**config.mk**
```make
export PLATFORM = sky130hd
export DESIGN_NAME = pmt_timer
export DESIGN_NICKNAME = d
export VERILOG_FILES = /design/src/rtl/pmt_pkg.sv /design/src/rtl/pmt_timer.sv
export SDC_FILE = /design/constraint.sdc
export NUM_CORES = 1
export LEC_CHECK = 0
export BUFFER_PORTS_ARGS = -buffer_cell sky130_fd_sc_hd__buf_2
export CORE_ASPECT_RATIO = 1.75
export CORE_MARGIN = 5
export CORE_UTILIZATION = 55
export CTS_BUF_LIST = sky130_fd_sc_hd__clkbuf_4
export DETAILED_ROUTE_END_ITERATION = 16
export PLACE_DENSITY = 0.95
export SKIP_CTS_REPAIR_TIMING = 1
export SLEW_MARGIN = 30
export SYNTH_ARGS = -nofsm -noshare
export SYNTH_HDL_FRONTEND = slang
export SYNTH_SLANG_ARGS = --single-unit
```
**constraint.sdc**
```tcl
create_clock -name clk_in -period 4.5 [get_ports clk_in]
set_input_delay 0.45 -clock clk_in [delete_from_list [all_inputs] [get_ports clk_in]]
set_output_delay 0.45 -clock clk_in [all_outputs]
set_load 0.1 [all_outputs]
```
**src/rtl/pmt_pkg.sv**
```systemverilog
// Package for the period match timer: register map, field layout,
// reset values and timing constants.
// Assumes a 32-bit AHB-Lite register bus and one 200 MHz clock.
package pmt_pkg;

  // Byte offsets of the registers
  localparam logic [7:0] PMT_OFS_COUNT = 8'h00;
  localparam logic [7:0] PMT_OFS_PERIOD = 8'h04;
  localparam logic [7:0] PMT_OFS_CTRL = 8'h08;
  localparam logic [7:0] PMT_OFS_FLAGS = 8'h0C;
  localparam logic [7:0] PMT_OFS_ENABLES = 8'h10;

  // Control register fields
  localparam int PMT_CTRL_PRE_LSB = 0;
  localparam int PMT_CTRL_PRE_MSB = 1;
  localparam int PMT_CTRL_RUN_BIT = 2;
  localparam int PMT_CTRL_POST_LSB = 3;
  localparam int PMT_CTRL_POST_MSB = 6;
  localparam logic [7:0] PMT_CTRL_MASK = 8'h7F;

  // Flag and enable registers share this layout
  localparam int PMT_MATCH_BIT = 1;

  // Reset values
  localparam logic [7:0] PMT_COUNT_RESET = 8'h00;
  localparam logic [7:0] PMT_PERIOD_RESET = 8'hFF;
  localparam logic [7:0] PMT_CTRL_RESET = 8'h00;
  localparam logic [3:0] PMT_SCALER_RESET = 4'h0;

  // Prescale select codes
  localparam logic [1:0] PMT_PRE_DIV1 = 2'h0;
  localparam logic [1:0] PMT_PRE_DIV4 = 2'h1;
  localparam logic [1:0] PMT_PRE_LAST4 = 2'h3;
  localparam logic [3:0] PMT_PRE_LAST16 = 4'hF;

  // Instruction clock is the oscillator divided by this many cycles
  localparam int PMT_OSC_PER_INSTR = 4;
  localparam logic [1:0] PMT_PHASE_LAST = 2'(PMT_OSC_PER_INSTR - 1);

  // AHB encodings
  localparam logic [1:0] PMT_HTRANS_NONSEQ = 2'h2;
  localparam logic PMT_HRESP_OKAY = 1'b0;

endpackage

```
**src/rtl/pmt_timer.sv**
```systemverilog
// Period match timer: 8-bit count with prescaler, period compare,
// postscaled match flag and an AHB-Lite register slave.
// Assumes clk_in is the oscillator; the instruction clock is a quarter
// of it. One master, single word transfers only.
//
// Operation
// - While running, count rises by one per prescaled tick from zero.
// - A 4-bit prescale counter divides instruction ticks by 1, 4 or 16.
// - Prescale select 00 is /1, 01 is /4, 1x is /16.
// - Count is compared with period at each count tick; equality gives one match pulse.
// - After a match the count loads zero; the match clocks the postscaler.
// - Software reads and writes count and period at any time.
// - Reset clears the count and sets the period to all ones.
// - Count writes, control writes and reset clear both scaler counters.
// - A control write leaves the count unchanged.
// - Run enable in control bit 2 starts and stops counting.
// - Postscale select in bits 6 to 3 divides matches 1:1 to 1:16.
// - Each completed postscale division sets the match flag.
// - Interrupt goes out only when enabled; the flag latches regardless.
// - Control bit 7 reads zero and ignores writes; others reset to zero.
// - The unscaled match pulse is an output for compare and serial units.
//
// Added by the designer: the register offsets and register access over AHB-Lite.

`timescale 1ns/1ps
`default_nettype none

module pmt_timer
  import pmt_pkg::*;
(
  input wire logic clk_in,
  input wire logic rst_in,
  input wire logic hsel_in,
  input wire logic [31:0] haddr_in,
  input wire logic [1:0] htrans_in,
  input wire logic hwrite_in,
  input wire logic [2:0] hsize_in,
  input wire logic [31:0] hwdata_in,
  input wire logic hready_in,
  output logic [31:0] hrdata_out,
  output logic hreadyout_out,
  output logic hresp_out,
  output logic match_pulse_out,
  output logic irq_out
);

  // Bus state
  logic wr_pending;
  logic rd_pending;
  logic [7:0] ph_addr;
  logic bus_start;
  logic wr_count;
  logic wr_period;
  logic wr_ctrl;
  logic wr_flags;
  logic wr_enables;
  logic [7:0] wdata8;

  // Timer state
  logic [7:0] tick_count;
  logic [7:0] period_limit;
  logic [6:0] control;
  logic [1:0] instr_phase;
  logic [3:0] prescale_cnt;
  logic [3:0] postscale_cnt;
  logic match_flag;
  logic match_irq_enable;

  // Decoded control
  logic [1:0] prescale_select;
  logic [3:0] postscale_select;
  logic run_enable;
  logic instr_tick;
  logic count_tick;
  logic match;
  logic post_done;
  logic scaler_clear;
  logic [7:0] next_rdata;

  assign prescale_select = control[PMT_CTRL_PRE_MSB:PMT_CTRL_PRE_LSB];
  assign postscale_select = control[PMT_CTRL_POST_MSB:PMT_CTRL_POST_LSB];
  assign run_enable = control[PMT_CTRL_RUN_BIT];

  // hsize is accepted but unused: only whole words are transferred
  assign bus_start = hsel_in && hready_in &&
                     (htrans_in == PMT_HTRANS_NONSEQ) &&
                     (hsize_in == hsize_in);

  assign wdata8 = hwdata_in[7:0];
  assign wr_count = wr_pending && (ph_addr == PMT_OFS_COUNT);
  assign wr_period = wr_pending && (ph_addr == PMT_OFS_PERIOD);
  assign wr_ctrl = wr_pending && (ph_addr == PMT_OFS_CTRL);
  assign wr_flags = wr_pending && (ph_addr == PMT_OFS_FLAGS);
  assign wr_enables = wr_pending && (ph_addr == PMT_OFS_ENABLES);

  // Address phase capture; reads get one wait state so that a write
  // in the preceding data phase is already visible
  always_ff @(posedge clk_in) begin
    if (rst_in) begin
      wr_pending <= 1'b0;
      rd_pending <= 1'b0;
      ph_addr <= 8'h00;
    end else begin
      wr_pending <= bus_start && hwrite_in;
      rd_pending <= bus_start && !hwrite_in;
      if (bus_start) begin
        ph_addr <= haddr_in[7:0];
      end
    end
  end

  always_ff @(posedge clk_in) begin
    if (rst_in) begin
      hreadyout_out <= 1'b1;
      hresp_out <= PMT_HRESP_OKAY;
    end else begin
      hreadyout_out <= !(bus_start && !hwrite_in);
      hresp_out <= PMT_HRESP_OKAY;
    end
  end

  // Read mux; unmapped offsets read zero, bit 7 of control reads zero
  always_comb begin
    next_rdata = 8'h00;
    case (ph_addr)
      PMT_OFS_COUNT: next_rdata = tick_count;
      PMT_OFS_PERIOD: next_rdata = period_limit;
      PMT_OFS_CTRL: next_rdata = {1'b0, control};
      PMT_OFS_FLAGS: next_rdata[PMT_MATCH_BIT] = match_flag;
      PMT_OFS_ENABLES: next_rdata[PMT_MATCH_BIT] = match_irq_enable;
      default: next_rdata = 8'h00;
    endcase
  end

  always_ff @(posedge clk_in) begin
    if (rst_in) begin
      hrdata_out <= 32'h0000_0000;
    end else if (rd_pending) begin
      hrdata_out <= {24'h00_0000, next_rdata};
    end
  end

  // Instruction clock: one tick every fourth oscillator cycle
  always_ff @(posedge clk_in) begin
    if (rst_in) begin
      instr_phase <= 2'h0;
    end else begin
      instr_phase <= instr_phase + 2'h1;
    end
  end

  assign instr_tick = (instr_phase == PMT_PHASE_LAST);

  // Prescale completion
  always_comb begin
    count_tick = 1'b0;
    if (instr_tick && run_enable) begin
      if (prescale_select == PMT_PRE_DIV1) begin
        count_tick = 1'b1;
      end else if (prescale_select == PMT_PRE_DIV4) begin
        count_tick = (prescale_cnt[1:0] == PMT_PRE_LAST4);
      end else begin
        count_tick = (prescale_cnt == PMT_PRE_LAST16);
      end
    end
  end

  assign scaler_clear = wr_count || wr_ctrl;

  always_ff @(posedge clk_in) begin
    if (rst_in) begin
      prescale_cnt <= PMT_SCALER_RESET;
    end else if (scaler_clear) begin
      prescale_cnt <= PMT_SCALER_RESET;
    end else if (instr_tick && run_enable) begin
      prescale_cnt <= prescale_cnt + 4'h1;
    end
  end

  // Comparison at each count tick; a match produces one pulse
  assign match = count_tick && (tick_count == period_limit);

  always_ff @(posedge clk_in) begin
    if (rst_in) begin
      tick_count <= PMT_COUNT_RESET;
    end else if (wr_count) begin
      tick_count <= wdata8;
    end else if (match) begin
      tick_count <= PMT_COUNT_RESET;
    end else if (count_tick) begin
      tick_count <= tick_count + 8'h01;
    end
  end

  always_ff @(posedge clk_in) begin
    if (rst_in) begin
      period_limit <= PMT_PERIOD_RESET;
    end else if (wr_period) begin
      period_limit <= wdata8;
    end
  end

  always_ff @(posedge clk_in) begin
    if (rst_in) begin
      control <= PMT_CTRL_RESET[6:0];
    end else if (wr_ctrl) begin
      control <= wdata8[6:0] & PMT_CTRL_MASK[6:0];
    end
  end

  // Postscaler counts matches
  assign post_done = match && (postscale_cnt == postscale_select);

  always_ff @(posedge clk_in) begin
    if (rst_in) begin
      postscale_cnt <= PMT_SCALER_RESET;
    end else if (scaler_clear) begin
      postscale_cnt <= PMT_SCALER_RESET;
    end else if (post_done) begin
      postscale_cnt <= PMT_SCALER_RESET;
    end else if (match) begin
      postscale_cnt <= postscale_cnt + 4'h1;
    end
  end

  // Sticky flag: cleared by writing zero, a new completion wins
  always_ff @(posedge clk_in) begin
    if (rst_in) begin
      match_flag <= 1'b0;
    end else if (post_done) begin
      match_flag <= 1'b1;
    end else if (wr_flags && !wdata8[PMT_MATCH_BIT]) begin
      match_flag <= 1'b0;
    end
  end

  always_ff @(posedge clk_in) begin
    if (rst_in) begin
      match_irq_enable <= 1'b0;
    end else if (wr_enables) begin
      match_irq_enable <= wdata8[PMT_MATCH_BIT];
    end
  end

  always_ff @(posedge clk_in) begin
    if (rst_in) begin
      irq_out <= 1'b0;
      match_pulse_out <= 1'b0;
    end else begin
      irq_out <= match_flag && match_irq_enable;
      match_pulse_out <= match;
    end
  end

endmodule

`default_nettype wire

```
# Yosys cells after proc, flatten, opt, wreduce, memory -nomap -nowiden
# Index checks and enable logic that the tools add are counted.
# W data, S select, Z words.
word_totals:
  output_inout_bits: 36
  word_cells: 65
  regBits: 56
classes:
  mux: 11
  n_reduce_logical: 24
  n_addsub: 4
  n_eq_ne: 11
op_table:
  columns: ["operator", "count"]
  rows:
  - ["$mux W8", 3]
  - ["$pmux W6 S3", 1]
  - ["$eq A8 B4 Y1 const B", 2]
  - ["$logic_and A1 B1 Y1", 14]
  - ["$add A4 B1 Y4 const B", 2]
  - ["$add A8 B1 Y8 const B", 1]
  - ["$eq A8 B3 Y1 const B", 1]
  - ["$eq A8 B5 Y1 const B", 1]
  - ["$eq A8 B8 Y1", 1]
  - ["$logic_not A8 Y1", 1]
  - ["$eq A2 B2 Y1 const B", 3]
  - ["$mux W1", 5]
  - ["$pmux W1 S5", 1]
  - ["$eq A4 B4 Y1", 1]
  - ["$eq A4 B4 Y1 const B", 1]
  - ["$logic_not A1 Y1", 3]
  - ["$pmux W1 S3", 1]
  - ["$reduce_bool A3 Y1", 1]
  - ["$reduce_or A3 Y1", 1]
  - ["$add A2 B1 Y2 const B", 1]
  - ["$eq A2 B1 Y1 const B", 1]
  - ["$logic_not A2 Y1", 1]
  - ["$reduce_bool A2 Y1", 1]
  - ["$reduce_or A2 Y1", 1]
  - ["$logic_or A1 B1 Y1", 1]

# Longest topological paths before layout
# Gate-level depths: netlist of the first run.
logic_depth:
  ltp_word: 7
  ltp_mapped: 7

# Worst setup path before layout of the first run
# Ideal clock, no wire load.
synth_path:
  path_type: "flip-flop to flip-flop"
  start: "reg ph_addr[6]"
  end: "reg control[0]"
  path_slack_ns: 2.678
  path_buffers: 1
  synth_period_minus_slack_ns: 1.822
  stages_incl_launch_ff: 7
  arrival_time_ns: 1.694
  setup_ns: 0.128
  cell_sequence: "dfxtp_1 or4_4 nor3_2 and3_1 buf_4 mux2i_1 nor2_1"
synth_between:
  elab_chain_cells: 2
synth_lines:
  columns: ["element", "line", "rtl"]
  rows:
  - ["start: declaration", "pmt_timer.sv:50", "logic [7:0] ph_addr;"]
  - ["start signal: assignment", "pmt_timer.sv:107", "ph_addr <= haddr_in[7:0];"]
  - ["$eq A8 B4 Y1", "pmt_timer.sv:92", "assign wr_ctrl = wr_pending && (ph_addr == PMT_OFS_CTRL);"]
  - ["$logic_and A1 B1 Y1", "pmt_timer.sv:92", null]
  - ["end signal: assignment", "pmt_timer.sv:205", "control <= PMT_CTRL_RESET[6:0];"]
  - ["end signal: assignment", "pmt_timer.sv:207", "control <= wdata8[6:0] & PMT_CTRL_MASK[6:0];"]
  - ["end: declaration", "pmt_timer.sv:62", "logic [6:0] control;"]
# Every way passes these cells.
# A chain may end at the register's enable or synchronous reset.

# Final worst setup path of the first run
layout_path:
  start: "reg ph_addr[6]"
  end: "reg control[1]"
# Same word-level chain as after synthesis.

==> results.cfg, run 1 <==
[critical_path]
critPathMaxFanout = 8
cp-end-kind = register
crit_type = register to register
cp_slowest_cell = or4_4
cp-start-kind = register
path_cells = or4_4 > nor3_2 > and3_1 > mux2i_1 > nor2_1
crit_required_ps = 4780
arrival_ps = 2590
slowest_delay_ps = 570

[layout]
fin_nets = 447
fin_util_pct = 58.7
diodes = 0
multi_input_area_um2 = 1610
fillers = 450
drive_gt1_share_pct = 13.2
fin_cells = 425
syn2layout_area_growth_pct = 4.27
seqCellArea_um2 = 1120

[power]
vdd_drop_max_v = 0.000172
p_leak_nw = 1.21
powerDensity_nw_per_um2 = 307

[die]
die-area_um2 = 6950
io_pins = 110
rows = 35
core_area_um2 = 5210
fp.dieH_um = 107
die_w_um = 65.2
start_util_pct = 56.3

[synth]
ys_ff_latch = 56
synth_top_area_share_pct = 38.2
synth_warnings = 0
synth.most_common_cell = dfxtp_1
syn_avg_cell_area_um2 = 8.35
syn_area_um2 = 2930
synth.top_cells.by_count = dfxtp_1 (56), nand2_1 (53), nor2_1 (33)
synth-edff-count = 0
yosysTopAreaCell = dfxtp_1
synth-main-ff-cell = dfxtp_1
yosysUniqueCellTypes = 42
synth.area.top_cells = dfxtp_1 (38%), nand2_1 (6.8%), buf_4 (6.7%)
syn_inst = 351
synthArstFlopShare_pct = 0
yosysSeqAreaShare_pct = 38.2

[global_route]
grt_max_degree = 49
antenna_found_initial = 0
grt-ovfl-total = 0
grt_pass1_vias = 2289
grt_pass1_wl_um = 10800
track_usage_pct = 19.5

[run]
drv_cap = 0

[timing]
rsz0062_at_grt = no
final_max_slew_viol_count = 0
fin_hold_ws_ps = 260
hold_viol = 0
fmax_mhz = 433
setup_viol = 0
period_share_pct = 51.4
timing.final.crit_period_ps = 2310
finalClockSkew_ps = 15.6
slew_headroom_pct = 46.3
worstMarginPinSlew_ps = 806
tns_ps = 0

[placement]
io_buffer_count = 33
dp.cells = 417
routabilityCongestion = 0.932
hpwlAfterDp_um = 4590

[detailed_routing]
first_iter_violations = 198
vias = 2431
drc_errors = 0
dr.pass1.iters = 5
ant_nets = 0
routed_via_density = 5.72
drt-wirelength-per-cell_um = 14.9
wirelength_um = 6350

[status]
outcome = finished clean

[clock_network]
path_clk_slew_ps = 170
cts_buffers = 5
cts_tree = built
clkSinkCount = 56
h-tree-depth = 2
clockBufferDepth = 2
ctsRootBufferMaster = clkbuf_4
clk_latency_ps = 400

[worst_hold_path]
hold_path.class = input port to register
[logic make-up after synthesis]
logic type | synth area share [%]
AOI/OAI and AO/OA | 11.9
xor gates and xnor gates | 4.74
adders and majority gates | 1.71
buffers and inverters | 9.90
DFF | 38.2
muxes | 5.85
other | 0.128
and+or+nand+nor | 27.6
[where the power goes]
part	switching (W)	internal [W]	total, W
registers	0.00000899	0.000503	0.000512
clock network	0.000165	0.000119	0.000284
logic	0.000121	0.0000213	0.000142
[per-stage QoR]
step,setup slack (ps),total power [W],instance area [um2]
finish,2190,0.000938,3060
global placement,2300,0.000661,2970
CTS,2200,0.000944,3060
detailed placement,2290,0.000663,2970
global route,2010,0.000982,3060
floorplan,2680,0.000660,3020
[placed cells by master, fill, tap and decap left out, types with 2 or more instances in the layout]
cell type	instances
nand2_1	53
and3_1	3
a31oi_1	2
a311oi_1	8
conb_1	25
clkbuf_4	5
nor3b_1	2
ha_1	4
nor4_4	2
a32oi_1	2
buf_2	33
o21ai_0	16
dfxtp_1	56
mux2i_1	16
nor2b_1	12
nand2b_1	2
inv_1	2
nand3_1	9
nor2_1	33
xnor2_1	5
or3_1	3
a21oi_1	26
nand4b_1	5
xor2_1	9
o31ai_1	3
nand3b_1	9
and2_1	3
nand4_1	5
nor3_1	4
[path summary, 6_finish.rpt]
check | from | to | slack (ps) | cells past startpoint
worst max-delay path | ph_addr[6]$_SDFFE_PP0P_ | control[1]$_SDFFE_PP0P_ | 2190 | 5
worst min-delay path | haddr_in[6] | ph_addr[6]$_SDFFE_PP0P_ | 260 | 3
worst max register to register | ph_addr[6]$_SDFFE_PP0P_ | control[1]$_SDFFE_PP0P_ | 2190 | 5
worst min register to register | instr_phase[0]$_SDFF_PP0_ | instr_phase[0]$_SDFF_PP0_ | 430 | 1
[state kept, by name (all words and copies together) (netlist names), 2 cells and up]
signal         count
control            7
hrdata_out         8
tick_count         8
instr_phase        2
postscale_cnt      4
period_limit       8
prescale_cnt       4
ph_addr            8
[worst max-delay path: cells and delay by family, from the launching register on]
family,cells,cell delay (ps)
multiplexers,1,280
AND/OR/NAND/NOR,4,1560
flip-flops,1,350
[metal layers]
metal	track usage, %	part of all wire, %
met5	0	0
met4	7.72	1.6
met1	22.7	39
met3	3.88	5.3
met2	34.2	54
[layout make-up]
class,instances,area share (%)
clock inverters,3,1.51
multi-input cells,271,52.7
flip-flops and latches,56,36.7
inverters,2,0.246
well taps,55,2.25
clock buffers,5,1.23
repair buffers,33,5.40
(Power assumes the default switching activity.)
==> run 2, diff against run 1 <==
- CORE_UTILIZATION: 55 -> 51
- PLACE_DENSITY: 0.95 -> 0.93
- clock period: 4.5 -> 2.3 ns (I/O delays scaled with it)
==> results.cfg, run 2 (synthesis gave the netlist of run 1 again) <==
[detailed_routing]
dr.pass1.iters = 5
drt-wirelength-per-cell_um = 14.3
routed_via_density = 5.50
ant_nets = 0
first_iter_violations = 233
vias = 2498
drc_errors = 0
wirelength_um = 6500

[placement]
pre_cts_ws_ps = 291
io_buffer_count = 33
routabilityCongestion = 0.960
place_area_um2 = 3060
hpwlAfterDp_um = 4890

[timing]
timing.final.crit_period_ps = 2040
fmax_mhz = 490
worstMarginPinSlew_ps = 751
finalClockSkew_ps = 4.41
slew_headroom_pct = 49.8
setup_ws_ps = 257
rsz0062_at_grt = no
period_share_pct = 88.8
setup_viol = 0
final_max_slew_viol_count = 0
hold_viol = 0
tns_ps = 0

[run]
drv_cap = 0

[critical_path]
cp-start-kind = register
r2r_end = tick_count[7]$_SDFFE_PP0P_
rrSetupSlack_ps = 260
crit_required_ps = 2540
arrival_ps = 2280
r2r_cells = 5
cp-end-kind = register
crit_type = register to register
critPathMaxFanout = 16
r2r-start = ph_addr[6]$_SDFFE_PP0P_

[clock_network]
cts_buffers = 5
ctsRootBufferMaster = clkbuf_4
clk_latency_ps = 380
clockBufferDepth = 2
cts_tree = built
path_clk_slew_ps = 150
h-tree-depth = 2
clkSinkCount = 56

[layout]
multi_input_area_um2 = 1610
fin_util_pct = 55.7
design_area_um2 = 3110
seqCellArea_um2 = 1120
fin_nets = 455
drive_gt1_share_pct = 14.9
syn2layout_area_growth_pct = 6.15
fillers = 507
final_cell_mix = dfxtp_1 (56), nand2_1 (53), nor2_1 (33), buf_2 (33), a21oi_1 (26)
layout_commonest_cell = dfxtp_1

[power]
clkPwrFrac_pct = 24.7
p_seq_share_pct = 58.6
powerDensity_nw_per_um2 = 549
p_leak_nw = 1.23
vdd_drop_max_v = 0.000274
p_int_w = 0.00114
finalPower_w = 0.00171
p_sw_share_pct = 33.2
p_comb_share_pct = 16.7
p_switching_w = 0.000567

[global_route]
grt-ovfl-total = 0
grt_pass1_wl_um = 10700
antenna_found_initial = 1
track_usage_pct = 18.5
grt_pass1_vias = 2413
grt_max_degree = 32

[die]
die-area_um2 = 7420
fp.dieH_um = 110
core_area_um2 = 5590
die_w_um = 67.3
start_util_pct = 52.5
io_pins = 110
rows = 36

[worst_hold_path]
hp-start = hwrite_in
hold_path.class = input port to register
min_to = hreadyout_out$_SDFF_PP1_
holdPathStages = 2

[status]
outcome = finished clean
-- run 2: changes by cell type in the layout (fill, tap and decap cells not counted), sizes merged --
cell,previous run,this run
buf,33,41
inv,3,2
bufinv,1,0
diode,0,1
clkinv,0,1
-- run 2: power groups by stage --
stage / clock network [W] / logic (W) / registers [W]
2_1_floorplan: 0 / 0.000274 / 0.00102
3_3_place_gp: 0 / 0.000279 / 0.00102
3_5_place_dp: 0 / 0.000283 / 0.00102
4_1_cts: 0.000421 / 0.000284 / 0.000999
5_1_grt: 0.000461 / 0.000298 / 0.00100
6_report: 0.000422 / 0.000286 / 0.00100
-- run 2: per-layer routing --
layer  GRT usage, %  wire length, um
met3           2.43              436
met1           19.9             2410
met4           12.9              322
met2           32.5             3330
met5              0                0
-- run 2: worst max path at each step --
stage | end | slack, ps | startpoint | cells after the start
floorplan | control[0]$_SDFFE_PP0P_ | 480 | ph_addr[6]$_SDFFE_PP0P_ | 6
global placement | tick_count[3]$_SDFFE_PP0P_ | 330 | ph_addr[6]$_SDFFE_PP0P_ | 5
detailed placement | tick_count[3]$_SDFFE_PP0P_ | 290 | ph_addr[6]$_SDFFE_PP0P_ | 5
CTS | tick_count[7]$_SDFFE_PP0P_ | 260 | ph_addr[6]$_SDFFE_PP0P_ | 4
global route | tick_count[2]$_SDFFE_PP0P_ | 80 | ph_addr[6]$_SDFFE_PP0P_ | 4
finish | tick_count[7]$_SDFFE_PP0P_ | 260 | ph_addr[6]$_SDFFE_PP0P_ | 5
-- run 2: final cells by class --
class	instances	area share, %
diodes	1	0.0804
repair buffers	41	7.24
well taps	76	3.06
inverters	2	0.241
clock buffers	5	1.21
clock inverters	2	0.402
flip-flops and latches	56	36.0
multi-input cells	271	51.7
-- run 2: through the flow --
stage | hold WS (ps) | std cells
after CTS | 55.0 | 453
after global routing | 44.8 | 454
final | 62.2 | 454
after global placement | 407 | 446
after detailed placement | 414 | 446
after floorplan | 351 | 375
-- run 2: critical path: stages (launching register included) --
cell and delay [ps]:
dfxtp_1 340, or4_4 560, nor4b_4 270, nand2b_1 400, nor2_1 240, a311oi_1 80
